--- config.mk ---
export PLATFORM = sky130hd
export DESIGN_NAME = boot_chip_erase_protocol
export DESIGN_NICKNAME = d
export VERILOG_FILES = /design/src/shared/boot_erase_pkg.sv /design/src/hw/boot_chip_erase_protocol.sv
export VERILOG_INCLUDE_DIRS = /design/src /design/src/shared
export SDC_FILE = /design/constraint.sdc
export NUM_CORES = 1
export LEC_CHECK = 0
export ABC_AREA = 1
export BUFFER_PORTS_ARGS = -buffer_cell sky130_fd_sc_hd__buf_2
export CORE_MARGIN = 4
export CORE_UTILIZATION = 46
export DETAILED_ROUTE_END_ITERATION = 6
export GPL_ROUTABILITY_DRIVEN = 0
export GPL_TIMING_DRIVEN = 1
export PLACE_DENSITY = 0.7
export SETUP_SLACK_MARGIN = 0.02
export SLEW_MARGIN = 30
export SYNTH_ARGS = -nofsm -noshare
export SYNTH_HDL_FRONTEND = slang
export SYNTH_SLANG_ARGS = --single-unit
--- constraint.sdc ---
create_clock -name core_clk -period 1.9 [get_ports core_clk]
set_clock_uncertainty 0.15 [all_clocks]
set_input_delay 0 -clock core_clk [delete_from_list [all_inputs] [get_ports core_clk]]
set_output_delay 0 -clock core_clk [all_outputs]
set_load 0.005 [all_outputs]
--- src/shared/boot_erase_params.svh ---
`ifndef BOOT_ERASE_PARAMS_SVH
`define BOOT_ERASE_PARAMS_SVH
// Command and answer codes
`define CMD_CHIP_ERASE 8'h40
`define CMD_ERASE_ENABLE 8'h54
`define ACK_NORMAL 8'h40
`define ACK_ABNORMAL 8'h41
`define ACK_COMM_ERR 8'h48
`define ACK_ENABLE_COMM_ERR 8'h58
`define NIB_CMD_ERR 4'h1
`define NIB_COMM_ERR 4'h8
`define ACK_ERASE_DONE 8'h4f
`define ACK_ERASE_FAIL 8'h4c
// Password layout
`define PWD_BYTES 4'hc
`define PWD_LAST_IDX 4'hb
`define PWD_TOP_ADDR 32'h3f81ffff
`define PWD_FIRST_ADDR 32'h3f81fff4
// Host-side settle time after a negative erase result
`define ERASE_RECHECK_US 200
`define CLK_MHZ 20
`define ERASE_RECHECK_CYC ((`ERASE_RECHECK_US) * (`CLK_MHZ))
`endif

--- src/shared/boot_erase_pkg.sv ---
package boot_erase_pkg;
  typedef enum logic [2:0] {
    ST_CMD = 3'b000,
    ST_PWD = 3'b001,
    ST_SUM = 3'b010,
    ST_ENA = 3'b011,
    ST_ERASE = 3'b100
  } state_t;
endpackage

--- src/hw/boot_chip_erase_protocol.sv ---
`timescale 1ns/1ps
`include "boot_erase_params.svh"
// Behaviour
// - UART receive error on command byte answers low nibble 8.
// - Command-byte errors and wrong enable bytes carry upper nibble of last command byte.
// - Clocked serial mode never reports receive errors.
// - Supported command byte is echoed back.
// - Unsupported command answers low nibble 1, waits for command.
// - Password bytes compared in order with stored bytes; mismatch sets flag.
// - UART receive error in bytes two to fourteen answers 0x48 when a password is required.
// - Wrong checksum answers 0x41 and returns to command wait.
// - Password error flag answers 0x41 and returns to command wait.
// - No password needed or all checks pass answers 0x40.
// - Receive error on byte fifteen answers 0x58.
// - Matching erase enable is echoed and erase starts in the same cycle.
// - Wrong enable byte answers low nibble 1 with previous upper nibble.
// - Erase end sends 0x4f on success, 0x4c on failure.
// - After result byte, wait for next operation command.
module boot_chip_erase_protocol
  import boot_erase_pkg::*;
(
  input wire logic core_clk,
  input wire logic arst_n,
  input wire logic uartMode,
  input wire logic pwdRequired,
  input wire logic rxValid,
  input wire logic [7:0] rxData,
  input wire logic rxError,
  output logic [3:0] pwdIndex,
  input wire logic [7:0] pwdStored,
  input wire logic [7:0] sumCalc,
  output logic sumClear,
  output logic txValid,
  output logic [7:0] txData,
  output logic eraseStart,
  input wire logic eraseDone,
  input wire logic eraseFail
);

  // ----------------------------------------
  // Mode pin synchronisers
  // ----------------------------------------
  logic uartMeta, uartSync, pwdMeta, pwdSync;
  logic next_uartMeta, next_pwdMeta;

  // Pins from outside pass two flops
  always_comb begin
    next_uartMeta = uartMode;
    next_pwdMeta = pwdRequired;
  end

  always_ff @(posedge core_clk or negedge arst_n) begin
    if (!arst_n) begin
      uartMeta <= 1'b0;
      uartSync <= 1'b0;
      pwdMeta <= 1'b0;
      pwdSync <= 1'b0;
    end else begin
      uartMeta <= next_uartMeta;
      uartSync <= uartMeta;
      pwdMeta <= next_pwdMeta;
      pwdSync <= pwdMeta;
    end
  end

  // ----------------------------------------
  // Byte decode shared by all groups
  // ----------------------------------------
  state_t state, next_state;
  logic [3:0] next_pwdIndex;
  logic [3:0] lastNibble, next_lastNibble;
  logic pwdErr, next_pwdErr;
  logic rxErrSeen, next_rxErrSeen;
  logic next_sumClear;
  logic next_txValid, next_eraseStart;
  logic [7:0] next_txData;
  logic rxErrUart;
  logic cmdMatch;
  logic enableMatch;
  logic pwdLast;
  logic sumErrs;
  logic sumPass;

  assign rxErrUart = rxError & uartSync;
  assign cmdMatch = (rxData == `CMD_CHIP_ERASE);
  assign enableMatch = (rxData == `CMD_ERASE_ENABLE);
  assign pwdLast = (pwdIndex == `PWD_LAST_IDX);
  // Errors so far or on this byte
  assign sumErrs = rxErrSeen | rxErrUart;
  assign sumPass = !pwdSync | (!sumErrs & (rxData == sumCalc) & !pwdErr);

  // ----------------------------------------
  // Sequence state
  // ----------------------------------------
  // Next step of the byte sequence
  always_comb begin
    next_state = state;
    case (state)
      ST_CMD: begin
        if (rxValid && !rxErrUart && cmdMatch) begin
          next_state = ST_PWD;
        end
      end
      ST_PWD: begin
        // Twelve bytes, no answer
        if (rxValid && pwdLast) begin
          next_state = ST_SUM;
        end
      end
      ST_SUM: begin
        if (rxValid) begin
          next_state = sumPass ? ST_ENA : ST_CMD;
        end
      end
      ST_ENA: begin
        if (rxValid) begin
          next_state = (!rxErrUart && enableMatch) ? ST_ERASE : ST_CMD;
        end
      end
      ST_ERASE: begin
        if (eraseDone) begin
          next_state = ST_CMD;
        end
      end
      default: begin
        next_state = ST_CMD;
      end
    endcase
  end

  // State register
  always_ff @(posedge core_clk or negedge arst_n) begin
    if (!arst_n) begin
      state <= ST_CMD;
    end else begin
      state <= next_state;
    end
  end

  // ----------------------------------------
  // Password and checksum tracking
  // ----------------------------------------
  // Index, mismatch flag and error history
  always_comb begin
    next_pwdIndex = pwdIndex;
    next_pwdErr = pwdErr;
    next_rxErrSeen = rxErrSeen;
    next_sumClear = 1'b0;
    case (state)
      ST_CMD: begin
        // Fresh session on every command byte
        if (rxValid) begin
          next_pwdIndex = 4'h0;
          next_pwdErr = 1'b0;
          next_rxErrSeen = 1'b0;
          next_sumClear = 1'b1;
        end
      end
      ST_PWD: begin
        if (rxValid) begin
          next_rxErrSeen = sumErrs;
          if (pwdSync && (rxData != pwdStored)) begin
            next_pwdErr = 1'b1;
          end
          // Index stops at the last byte
          if (!pwdLast) begin
            next_pwdIndex = pwdIndex + 4'h1;
          end
        end
      end
      default: begin
        // Hold outside the password phase
        next_pwdIndex = pwdIndex;
      end
    endcase
  end

  // Password tracking registers
  always_ff @(posedge core_clk or negedge arst_n) begin
    if (!arst_n) begin
      pwdIndex <= 4'h0;
      pwdErr <= 1'b0;
      rxErrSeen <= 1'b0;
      sumClear <= 1'b0;
    end else begin
      pwdIndex <= next_pwdIndex;
      pwdErr <= next_pwdErr;
      rxErrSeen <= next_rxErrSeen;
      sumClear <= next_sumClear;
    end
  end

  // ----------------------------------------
  // Answer bytes and erase start
  // ----------------------------------------
  // Answer code for each non-password byte and for erase end
  always_comb begin
    next_txValid = 1'b0;
    next_txData = txData;
    next_eraseStart = 1'b0;
    next_lastNibble = lastNibble;
    case (state)
      ST_CMD: begin
        if (rxValid) begin
          next_txValid = 1'b1;
          if (rxErrUart) begin
            next_txData = {lastNibble, `NIB_COMM_ERR};
          end else if (cmdMatch) begin
            next_txData = rxData;
            next_lastNibble = rxData[7:4];
          end else begin
            next_txData = {lastNibble, `NIB_CMD_ERR};
            next_lastNibble = rxData[7:4];
          end
        end
      end
      ST_SUM: begin
        if (rxValid) begin
          next_txValid = 1'b1;
          if (!pwdSync) begin
            next_txData = `ACK_NORMAL;
          end else if (sumErrs) begin
            next_txData = `ACK_COMM_ERR;
          end else if (rxData != sumCalc) begin
            next_txData = `ACK_ABNORMAL;
          end else if (pwdErr) begin
            next_txData = `ACK_ABNORMAL;
          end else begin
            next_txData = `ACK_NORMAL;
          end
        end
      end
      ST_ENA: begin
        if (rxValid) begin
          next_txValid = 1'b1;
          if (rxErrUart) begin
            next_txData = `ACK_ENABLE_COMM_ERR;
          end else if (enableMatch) begin
            next_txData = rxData;
            next_eraseStart = 1'b1;
          end else begin
            next_txData = {lastNibble, `NIB_CMD_ERR};
          end
        end
      end
      ST_ERASE: begin
        if (eraseDone) begin
          next_txValid = 1'b1;
          next_txData = eraseFail ? `ACK_ERASE_FAIL : `ACK_ERASE_DONE;
        end
      end
      default: begin
        // Password bytes get no answer
        next_txValid = 1'b0;
      end
    endcase
  end

  // Answer registers
  always_ff @(posedge core_clk or negedge arst_n) begin
    if (!arst_n) begin
      lastNibble <= 4'h0;
      txValid <= 1'b0;
      txData <= 8'h00;
      eraseStart <= 1'b0;
    end else begin
      lastNibble <= next_lastNibble;
      txValid <= next_txValid;
      txData <= next_txData;
      eraseStart <= next_eraseStart;
    end
  end

endmodule

# Word-level counts from Yosys, hierarchy flattened

Index checks and enable logic that the tools add are counted.
W data, S select, Z words.

$add $sub $neg: 1
Equality and inequality tests: 19
Mux-type cells: 40
Bitwise operators: 6
Reductions and logical operators: 19

Operator list:

| operator              | count |
|---|---|
| $mux W8               | 8 |
| $pmux W8 S4           | 1 |
| $mux W4               | 5 |
| $mux W3               | 6 |
| $ne A2 B2 Y1 const B  | 9 |
| $eq A8 B7 Y1 const B  | 2 |
| $ne A8 B8 Y1          | 2 |
| $pmux W3 S5           | 1 |
| $mux W1               | 13 |
| $reduce_and A5 Y1     | 2 |
| $eq A8 B8 Y1          | 1 |
| $pmux W4 S2           | 1 |
| $reduce_and A4 Y1     | 2 |
| $eq A3 B2 Y1 const B  | 2 |
| $pmux W1 S2           | 3 |
| $reduce_and A3 Y1     | 2 |
| $logic_and A1 B1 Y1   | 5 |
| $add A4 B1 Y4 const B | 1 |
| $eq A4 B4 Y1 const B  | 1 |
| $logic_not A1 Y1      | 4 |
| $mux W2               | 2 |
| $reduce_bool A4 Y1    | 1 |
| $and A1 B1 Y1         | 3 |
| $eq A3 B1 Y1 const B  | 1 |
| other kinds (6)       | 7 |

Flip-flop bits (word level): 28
Input bits: 32
Output and inout port bits: 15
Logic and storage cells: 98

# Depth between registers and ports, before layout

Gate-level depths: netlist (run 1).

Depth after elaboration: 9
Depth in mapped cells: 12
Depth with buffers taken out: 12

# Least setup slack after synthesis (run 1)

No wires, ideal clock.

Kind: register -> register
From: register state[2]
To: register txData[0]
Data arrival time: 1253 ps
Setup slack: 384 ps
Stages on the path, launching flop included: 10
Cell sequence: dfrtp_1 -> nor2_1 -> inv_1 -> nor2_4 -> nor2_1 -> and3_1 -> nor2_1 -> nand3_1 -> nand2_1 -> inv_1

Cells in the longest elaborated chain, start to end: 3
Elaborated cells on any way between the ends: 11
Those cells by class: 7 x eq/ne; 1 x mux; 3 x reduce/logical

Ends and longest elaborated chain:

| what                                                                | RTL line                        | RTL |
|---|---|---|
| from (decl)                                                         | boot_chip_erase_protocol.sv:69  | `state_t state, next_state;` |
| from (signal assigned)                                              | boot_chip_erase_protocol.sv:136 | `state <= next_state;` |
| $eq A3 B3 Y1 (tied with other cells)                                | boot_chip_erase_protocol.sv:202 | `case (state)` |
| $reduce_bool A4 Y1 (no line) / $ne A2 B2 Y1 (equally long branches) | --                              |  |
| $reduce_and A5 Y1 (no line)                                         | --                              |  |
| to (signal assigned)                                                | boot_chip_erase_protocol.sv:269 | `txData <= next_txData;` |
| to (decl)                                                           | boot_chip_erase_protocol.sv:34  | `output logic [7:0] txData,` |

Parallel ways exist; a longest one is shown, timed or not.
A chain may end at the register's enable or synchronous reset.

# Worst setup path in the final report (run 1)

From: input port rxData[6]
To: register pwdErr

Cells in the longest elaborated chain, start to end: 4

Ends and longest elaborated chain:

| what                        | RTL line                        | RTL |
|---|---|---|
| from (decl)                 | boot_chip_erase_protocol.sv:27  | `input wire logic [7:0] rxData,` |
| $ne A8 B8 Y1                | boot_chip_erase_protocol.sv:162 | `if (pwdSync && (rxData != pwdStored)) begin` |
| $logic_and A1 B1 Y1         | boot_chip_erase_protocol.sv:162 |  |
| $ne A2 B2 Y1 (no line)      | --                              |  |
| $reduce_and A4 Y1 (no line) | --                              |  |
| to (signal assigned)        | boot_chip_erase_protocol.sv:187 | `pwdErr <= next_pwdErr;` |
| to (decl)                   | boot_chip_erase_protocol.sv:72  | `logic pwdErr, next_pwdErr;` |

Every way passes these cells.

==> results.sh, run 1 <==
export IMPL_yosysMostFrequentCell="nand2_1"
export IMPL_synthFlopType="dfrtp_1"
export IMPL_cts_made_buffers=3
export IMPL_r2r_end="txData[0]"
export IMPL_ys_warn_count=0
export IMPL_first_pass_iters=4
export IMPL_p_per_area_nw_per_um2=950
export IMPL_synth_seq_area_share=0.439
export IMPL_track_usage=0.184
export IMPL_clock_sinks=28
export IMPL_worst_pin_slew_ns=0.602
export IMPL_cts_max_path_buffers=2
export IMPL_crit_type="input port to register"
export IMPL_grt_pass1_wl_mm=6.23
export IMPL_rr_startpoint="state[2]"
export IMPL_path_common_cell="dlygate4sd3_1"
export IMPL_ys_ff_latch=28
export IMPL_p_leak_nw=1.13
export IMPL_period_needed_ns=1.75
export IMPL_reg2regPathDepth=9
export IMPL_synth_edf_count=0
export IMPL_hold_class="input port to asynchronous set/reset pin"
export IMPL_slowest_stage="dlygate4sd3_1"
export IMPL_syn_inst=213
export IMPL_cp_start_kind="input port"
export IMPL_die_w_um=66.9
export IMPL_syn_to_final_growth_pct=31.1
export IMPL_critPathMaxStageDelay_ns=0.58
export IMPL_core_um2=3340
export IMPL_path_clk_slew_ns=0.13
export IMPL_synth_top_cell_area_share=0.439
export IMPL_whs_ns=0.0474
export IMPL_dieHeight_um=66.9
export IMPL_portBuffers=46
export IMPL_routed_wl_mm=3.76
export IMPL_cts_post_setup_buffers_inserted=0
export IMPL_ys_types=26
export IMPL_avgViaCountPerCell=4.75
export IMPL_relSlewSlack=0.599
export IMPL_synth_area_per_cell_um2=7.49
export IMPL_ir_drop_uv=524
export IMPL_antenna_found_initial=0
export IMPL_cp_required_ns=1.97
export IMPL_root_buffer="clkbuf_4"
export IMPL_rsz0062_at_grt="false"
export IMPL_maxCapViolations=0
export IMPL_globalRouteOverflowTotal=0
export IMPL_insertion_delay_ns=0.32
export IMPL_drt_iter0_drc=55
export IMPL_synthTopCellsByArea="dfrtp_1 44%, nand2_1 14%, inv_1 8.2%, xnor2_1 5.5%, nor2_1 5.2%"
export IMPL_pin_count=47
export IMPL_h_tree_depth=1
export IMPL_start_util=0.478
export IMPL_critical_path_cell_chain="dlygate4sd3_1 -> buf_2 -> xnor2_1 -> nand4_1 -> dlygate4sd3_1 -> o21ai_0 -> a21oi_1"
export IMPL_layout_drive_gt1_share=0.243
export IMPL_yosysTopAreaCell="dfrtp_1"
export IMPL_first_global_vias=1477
export IMPL_wl_per_cell_um=11.5
export IMPL_postRouteAntennaNets=0
export IMPL_drv_slew=0
export IMPL_r2r_setup_slack_ns=0.20
export IMPL_grt_max_degree=29
export IMPL_arrival_ns=1.82
export IMPL_synthArstFlopShare=1.00
export IMPL_fin_util=0.627
export IMPL_syn_area_um2=1600
export IMPL_end_kind="register"
export IMPL_dieArea_um2=4470
export IMPL_synth_net_count=246
export IMPL_drcViolationCount=0
export IMPL_max_freq_mhz=571
export IMPL_num_vias=1547
export IMPL_synth_common_cells="61 x nand2_1, 35 x inv_1, 28 x dfrtp_1, 22 x nor2_1, 13 x nand3_1"
export IMPL_cp_max_fo=4
export IMPL_fin_nets=314
export IMPL_cts_tree="done"
export IMPL_n_antenna_cell=0
export IMPL_setup_viol=0
export IMPL_hold_viol_final=0
export IMPL_status="completed"
export IMPL_rows=21
export IMPL_finalSetupTns_ns=0
export IMPL_finalCritPeriodShare=0.922
export IMPL_dp_hpwl_mm=2.78
## metrics by stage
| stage | std cells | power, mW | area, um^2 | setup WS [ns] |
|---|---|---|---|---|
| floorplan | 213 | 1.43 | 1600 | 0.384 |
| global placement | 305 | 1.69 | 1880 | 0.254 |
| detailed placement | 305 | 1.70 | 1880 | 0.228 |
| CTS | 326 | 2.01 | 2090 | 0.188 |
| global route | 326 | 2.18 | 2090 | 0.0388 |
| finish | 326 | 1.99 | 2090 | 0.148 |
## cell type report
type                            instances  area [um^2]
Clock buffer                            4         36.3
Tap cell                               46         57.6
Fill cell                             304         1250
Sequential cell                        28          701
Timing Repair Buffer                   64          408
Multi-Input combinational cell        147          749
Inverter                               37          139
## sequential cells by signal, indices dropped and copies added, names as in the netlist, 3 cells and up
signal / flops
lastNibble: 4
pwdIndex: 4
state: 3
txData: 8
## cells by family after synthesis
kind of cell,Yosys count,synth area share
fa+ha+maj,1,0.00784
xor+xnor,10,0.0549
flops,28,0.439
simple gates,111,0.311
buf+inv,38,0.0941
compound gates,25,0.0933
## report_power, final
group	leakage (nW)	switching, mW	internal, mW
clock network	0.0210	0.158	0.117
logic	0.766	0.463	0.358
registers	0.346	0.110	0.780
total	1.13	0.731	1.25
## metal layers
layer	vias to the layer above	routed length, um	track usage
met5	-	0	0
met4	0	157	0.0785
met3	16	143	0.0388
met2	38	1890	0.330
met1	696	1570	0.208
li1	797	-	-
## worst max-delay path: cells and delay by family
family                 cells  cell delay (ns)
buffers and inverters      3             1.29
AO/OA/AOI/OAI              2             0.23
XOR/XNOR                   1             0.18
AND/OR/NAND/NOR            1             0.12
## cells in the final DEF, fill, tap and decap left out, types with 4 or more instances in the layout
master / instances
a21oi_1: 9
dlygate4sd3_1: 17
buf_2: 46
inv_1: 35
nand2_1: 61
nor2_1: 20
nand3_1: 13
xnor2_1: 10
dfrtp_1: 28
o21ai_0: 6
a31oi_1: 4
## worst max path at each step
stage / from / to / slack [ns] / cells past startpoint
floorplan: state[2] / txData[0] / 0.38 / 9
detailed placement: state[2] / txData[0] / 0.23 / 10
global placement: state[2] / txData[0] / 0.25 / 9
global route: state[2] / lastNibble[1] / 0.04 / 9
CTS: state[2] / txData[0] / 0.19 / 9
finish: rxData[6] / pwdErr / 0.15 / 7
## repair_timing
item,4_1_cts,5_1_grt
resized for setup,0,2
endpoints found under the hold margin,47,0
endpoints found under the setup margin,0,1
hold buffers,17,0
Power figures use the tool's default switching activity.
==> run 2, diff against run 1 <==
Settings changed: BUFFER_PORTS_ARGS -buffer_cell sky130_fd_sc_hd__buf_2 to unset, DONT_BUFFER_PORTS set to 1, PLACE_DENSITY 0.7 to 0.59, RECOVER_POWER set to 25.
==> run 2 against run 1 <==
  * Power is 4.7% lower
  * Global-route usage is 0.47 points lower
  * Critical path depth rose by 2
  * Setup slack improved by 0.020 ns
  * Hold slack got worse by 0.018 ns
  * Design area down 8.3%
==> results.sh, run 2 (same netlist as run 1, synthesis figures left out) <==
export IMPL_status="completed"
export IMPL_track_usage=0.179
export IMPL_fill_cells=324
export IMPL_insertion_delay_ns=0.32
export IMPL_reg2regPathDepth=9
export IMPL_clock_sinks=28
export IMPL_drcViolationCount=0
export IMPL_r2r_setup_slack_ns=0.17
export IMPL_first_global_vias=1411
export IMPL_routed_wl_mm=3.65
export IMPL_crit_type="register to register"
export IMPL_start_util=0.478
export IMPL_cp_start_kind="register"
export IMPL_postRouteAntennaNets=0
export IMPL_ir_drop_uv=331
export IMPL_setup_viol=0
export IMPL_reg_top3="txData (8), lastNibble (4), pwdIndex (4)"
export IMPL_fin_util=0.575
export IMPL_die_w_um=66.9
export IMPL_antenna_found_initial=0
export IMPL_final_common_cell="nand2_1"
export IMPL_p_per_area_nw_per_um2=987
export IMPL_drv_slew=0
export IMPL_multi_input_area_um2=744
export IMPL_cp_startpoint="state[2]"
export IMPL_grt_max_degree=29
export IMPL_syn_to_final_growth_pct=20.2
export IMPL_rows=21
export IMPL_cp_max_fo=8
export IMPL_instances_no_fill=285
export IMPL_regArea_um2=701
export IMPL_dp_hpwl_mm=2.71
export IMPL_grt_pass1_wl_mm=6.22
export IMPL_end_kind="register"
export IMPL_cts_resized=0
export IMPL_rsz0062_at_grt="true"
export IMPL_cts_tree="done"
export IMPL_p_total_mw=1.89
export IMPL_avgViaCountPerCell=4.94
export IMPL_endpoint="txData[0]"
export IMPL_cts_post_setup_buffers_inserted=0
export IMPL_wl_per_cell_um=12.8
export IMPL_cp_required_ns=1.99
export IMPL_worst_pin_slew_ns=1.20
export IMPL_core_um2=3340
export IMPL_cts_max_path_buffers=2
export IMPL_rr_startpoint="state[2]"
export IMPL_r2r_end="txData[0]"
export IMPL_num_vias=1408
export IMPL_dieHeight_um=66.9
export IMPL_hold_class="input port to register"
export IMPL_cts_made_buffers=3
export IMPL_finalSetupTns_ns=0
export IMPL_n_antenna_cell=0
export IMPL_dieArea_um2=4470
export IMPL_h_tree_depth=1
export IMPL_drt_iter0_drc=64
export IMPL_path_clk_slew_ns=0.14
export IMPL_portBuffers=0
export IMPL_arrival_ns=1.82
export IMPL_hold_viol_final=0
export IMPL_finalCritPeriodShare=0.912
export IMPL_relSlewSlack=0.198
export IMPL_layout_drive_gt1_share=0.0879
export IMPL_fin_nets=273
export IMPL_globalRouteOverflowTotal=0
export IMPL_maxCapViolations=0
export IMPL_root_buffer="clkbuf_4"
export IMPL_final_cell_mix="61 x nand2_1, 35 x inv_1, 28 x dfrtp_1"
export IMPL_period_needed_ns=1.73
export IMPL_largest_register_ffs=8
export IMPL_first_pass_iters=4
export IMPL_pin_count=47
export IMPL_top_register="txData"
export IMPL_p_leak_nw=0.976
export IMPL_max_freq_mhz=577
export IMPL_dp_cells=259
## run 2: report_power, final
part           switching [mW]  internal (mW)
Clock                   0.169          0.117
Combinational           0.407          0.276
Sequential              0.143          0.781
Total                   0.719           1.17
## run 2: critical path: stages (launching register included)
cell and delay (ns):
dfrtp_1 0.46, inv_1 0.06, nand2_1 0.10, nor2_1 0.10, o21ai_2 0.15, o21ai_2 0.10
buf_4 0.17, or2_2 0.26, nand2_1 0.06, inv_1 0.03
## run 2: metal layers
layer | routed length, um | share of wire | up-vias | global-route usage
met4 | 51 | 0.014 | 0 | 0.0456
met3 | 262 | 0.072 | 7 | 0.0388
met2 | 1730 | 0.47 | 57 | 0.312
li1 | - | - | 718 | -
met5 | 0 | 0 | - | 0
met1 | 1600 | 0.44 | 626 | 0.224
## run 2: area by class of cell
cell class                 count  share of cell area
clock buffer                   4              0.0189
sequential                    28               0.365
tap                           46              0.0300
inverter                      37              0.0724
multi-input combinational    147               0.388
timing repair buffer          23               0.125
## run 2: what timing repair did
action,in CTS,in global routing
hold buffers,22,0
setup endpoints to repair,0,1
hold endpoints to repair,52,0
## run 2: stage by stage
step                hold WS [ns]  area, um^2  setup slack (ns)
global route              0.0654        1920            0.0143
CTS                      0.00509        1930             0.190
global placement          -0.445        1650             0.227
detailed placement        -0.445        1650             0.210
finish                    0.0298        1920             0.168
floorplan                 -0.446        1600             0.384
## run 2: worst min-delay path by stage
stage                     startpoint    endpoint  slack, ns  cells after the start
after global routing       rxData[2]   txData[0]       0.07                      8
after detailed placement      arst_n   txData[5]      -0.44                      0
final                     sumCalc[4]   txData[0]       0.03                      8
after global placement        arst_n   txData[4]      -0.44                      0
after CTS                  rxData[2]   txData[0]      0.005                      8
after floorplan               arst_n  eraseStart      -0.45                      0
==> run 3, diff against run 2 <==
--- a/config.mk
+++ b/config.mk
@@ -14,4 +14,5 @@
 export GPL_ROUTABILITY_DRIVEN = 0
 export GPL_TIMING_DRIVEN = 1
+export HOLD_SLACK_MARGIN = 0.12
 export PLACE_DENSITY = 0.59
 export RECOVER_POWER = 25
--- a/constraint.sdc
+++ b/constraint.sdc
@@ -3,3 +3,3 @@
 set_input_delay 0 -clock core_clk [delete_from_list [all_inputs] [get_ports core_clk]]
 set_output_delay 0 -clock core_clk [all_outputs]
-set_load 0.005 [all_outputs]
+set_load 0.1 [all_outputs]
==> run 3 against run 2 <==
  * Design area rose by 12%
  * Clock-buffer cell count unchanged
  * First-iteration DRC count decreased by 6.3%
  * Critical path type is now input port to register
  * Largest power group is now combinational logic
==> results.sh, run 3 (same netlist as run 1, synthesis figures left out) <==
export IMPL_routed_wl_mm=4.06
export IMPL_avgViaCountPerCell=5.01
export IMPL_crit_type="input port to register"
export IMPL_postRouteAntennaNets=0
export IMPL_n_antenna_cell=0
export IMPL_status="completed"
export IMPL_portBuffers=0
export IMPL_grt_max_degree=29
export IMPL_maxCapViolations=0
export IMPL_clock_sinks=28
export IMPL_period_needed_ns=1.74
export IMPL_fill_cells=287
export IMPL_finalWorstSetupSlack_ns=0.162
export IMPL_p_leak_nw=1.09
export IMPL_cts_made_buffers=3
export IMPL_final_common_cell="nand2_1"
export IMPL_ir_drop_uv=629
export IMPL_worst_pin_slew_ns=0.678
export IMPL_arrival_ns=1.86
export IMPL_max_freq_mhz=576
export IMPL_cts_tree="done"
export IMPL_finalCritPeriodShare=0.915
export IMPL_wl_per_cell_um=13.0
export IMPL_start_util=0.478
export IMPL_fin_nets=301
export IMPL_h_tree_depth=1
export IMPL_p_total_mw=2.84
export IMPL_hold_class="input port to register"
export IMPL_track_usage=0.206
export IMPL_insertion_delay_ns=0.32
export IMPL_post_place_ws_ns=0.223
export IMPL_rsz0062_at_grt="true"
export IMPL_first_pass_iters=5
export IMPL_p_per_area_nw_per_um2=1320
export IMPL_path_clk_slew_ns=0.14
export IMPL_finalSetupTns_ns=0
export IMPL_grt_pass1_wl_mm=7.13
export IMPL_final_cell_mix="61 x nand2_1, 35 x inv_1, 30 x dlygate4sd3_1"
export IMPL_cp_start_kind="input port"
export IMPL_fin_util=0.646
export IMPL_instances_no_fill=313
export IMPL_largest_register_ffs=8
export IMPL_drv_slew=0
export IMPL_globalRouteOverflowTotal=0
export IMPL_reg_top3="txData (8), lastNibble (4), pwdIndex (4)"
export IMPL_end_kind="register"
export IMPL_setup_viol=0
export IMPL_num_vias=1567
export IMPL_core_um2=3340
export IMPL_die_w_um=66.9
export IMPL_layout_drive_gt1_share=0.161
export IMPL_relSlewSlack=0.548
export IMPL_hold_viol_final=0
export IMPL_antenna_found_initial=0
export IMPL_drcViolationCount=0
export IMPL_drt_iter0_drc=60
export IMPL_cp_max_fo=2
export IMPL_r2r_setup_slack_ns=0.18
export IMPL_syn_to_final_growth_pct=35.1
export IMPL_dp_hpwl_mm=2.93
export IMPL_pin_count=47
export IMPL_cp_required_ns=2.02
export IMPL_dp_cells=274
export IMPL_first_global_vias=1659
export IMPL_dieHeight_um=66.9
export IMPL_cts_max_path_buffers=2
export IMPL_root_buffer="clkbuf_4"
export IMPL_rows=21
export IMPL_top_register="txData"
export IMPL_dieArea_um2=4470
==> run 3: changes by cell type in the layout (fill, tap and decap cells not counted), sizes merged <==
cell,before,now
clkbuf,4,5
buf,2,17
dlymetal6s4s,1,2
clkdlybuf4s25,0,1
dlygate4sd3,20,30
==> run 3: metrics by stage <==
| stage | area, um^2 | hold slack [ns] |
|---|---|---|
| 2_1_floorplan | 1600 | -0.446 |
| 3_3_place_gp | 1770 | -0.445 |
| 3_5_place_dp | 1770 | -0.445 |
| 4_1_cts | 2150 | 0.126 |
| 5_1_grt | 2160 | 0.165 |
| 6_report | 2160 | 0.118 |
==> run 3: area by class of cell <==
cell class | count | area (um^2) | area share
Sequential cell | 28 | 706 | 0.327
Timing Repair Buffer | 51 | 468 | 0.217
Multi-Input combinational cell | 147 | 759 | 0.352
Clock buffer | 4 | 26.3 | 0.0122
Tap cell | 46 | 57.6 | 0.0267
Inverter | 37 | 139 | 0.0644
==> run 3: final timing paths <==
check | from | to | depth (start not counted)
max | sumCalc[0] | state[1] | 12
min | rxData[0] | eraseStart | 4
max reg2reg | state[2] | txData[0] | 9
min reg2reg | pwdMeta | pwdSync | 0
max in group asynchronous | arst_n | pwdIndex[2] | 4
min in group asynchronous | arst_n | pwdErr | 4
==> run 3: critical path: stages <==
cell           delay [ns]
dlygate4sd3_1        0.55
inv_1                0.05
nand2_1              0.06
o211ai_1             0.09
dlygate4sd3_1        0.58
nor2_1               0.15
nand3_1              0.09
nand2_1              0.06
nand2_1              0.07
nand2_1              0.06
nand2_1              0.04
nand2_1              0.06
==> run 3: power by group <==
part	switching [mW]	internal (mW)
Clock	0.160	0.0822
Combinational	1.27	0.439
Sequential	0.108	0.783
Total	1.53	1.30
==> run 3: timing repair <==
item	in CTS	in global routing
buffers inserted	0	1
gates resized for setup	0	6
setup endpoints to repair	0	3
hold buffers	34	0
hold endpoints to repair	54	0
==> run 3: routing by layer <==
metal  vias up  global-route usage  wire length [um]
met5         -                   0                 0
met4         0              0.0835               107
met3        12              0.0422               193
met2        55               0.358              2120
met1       728               0.245              1630
li1        772                   -                 -
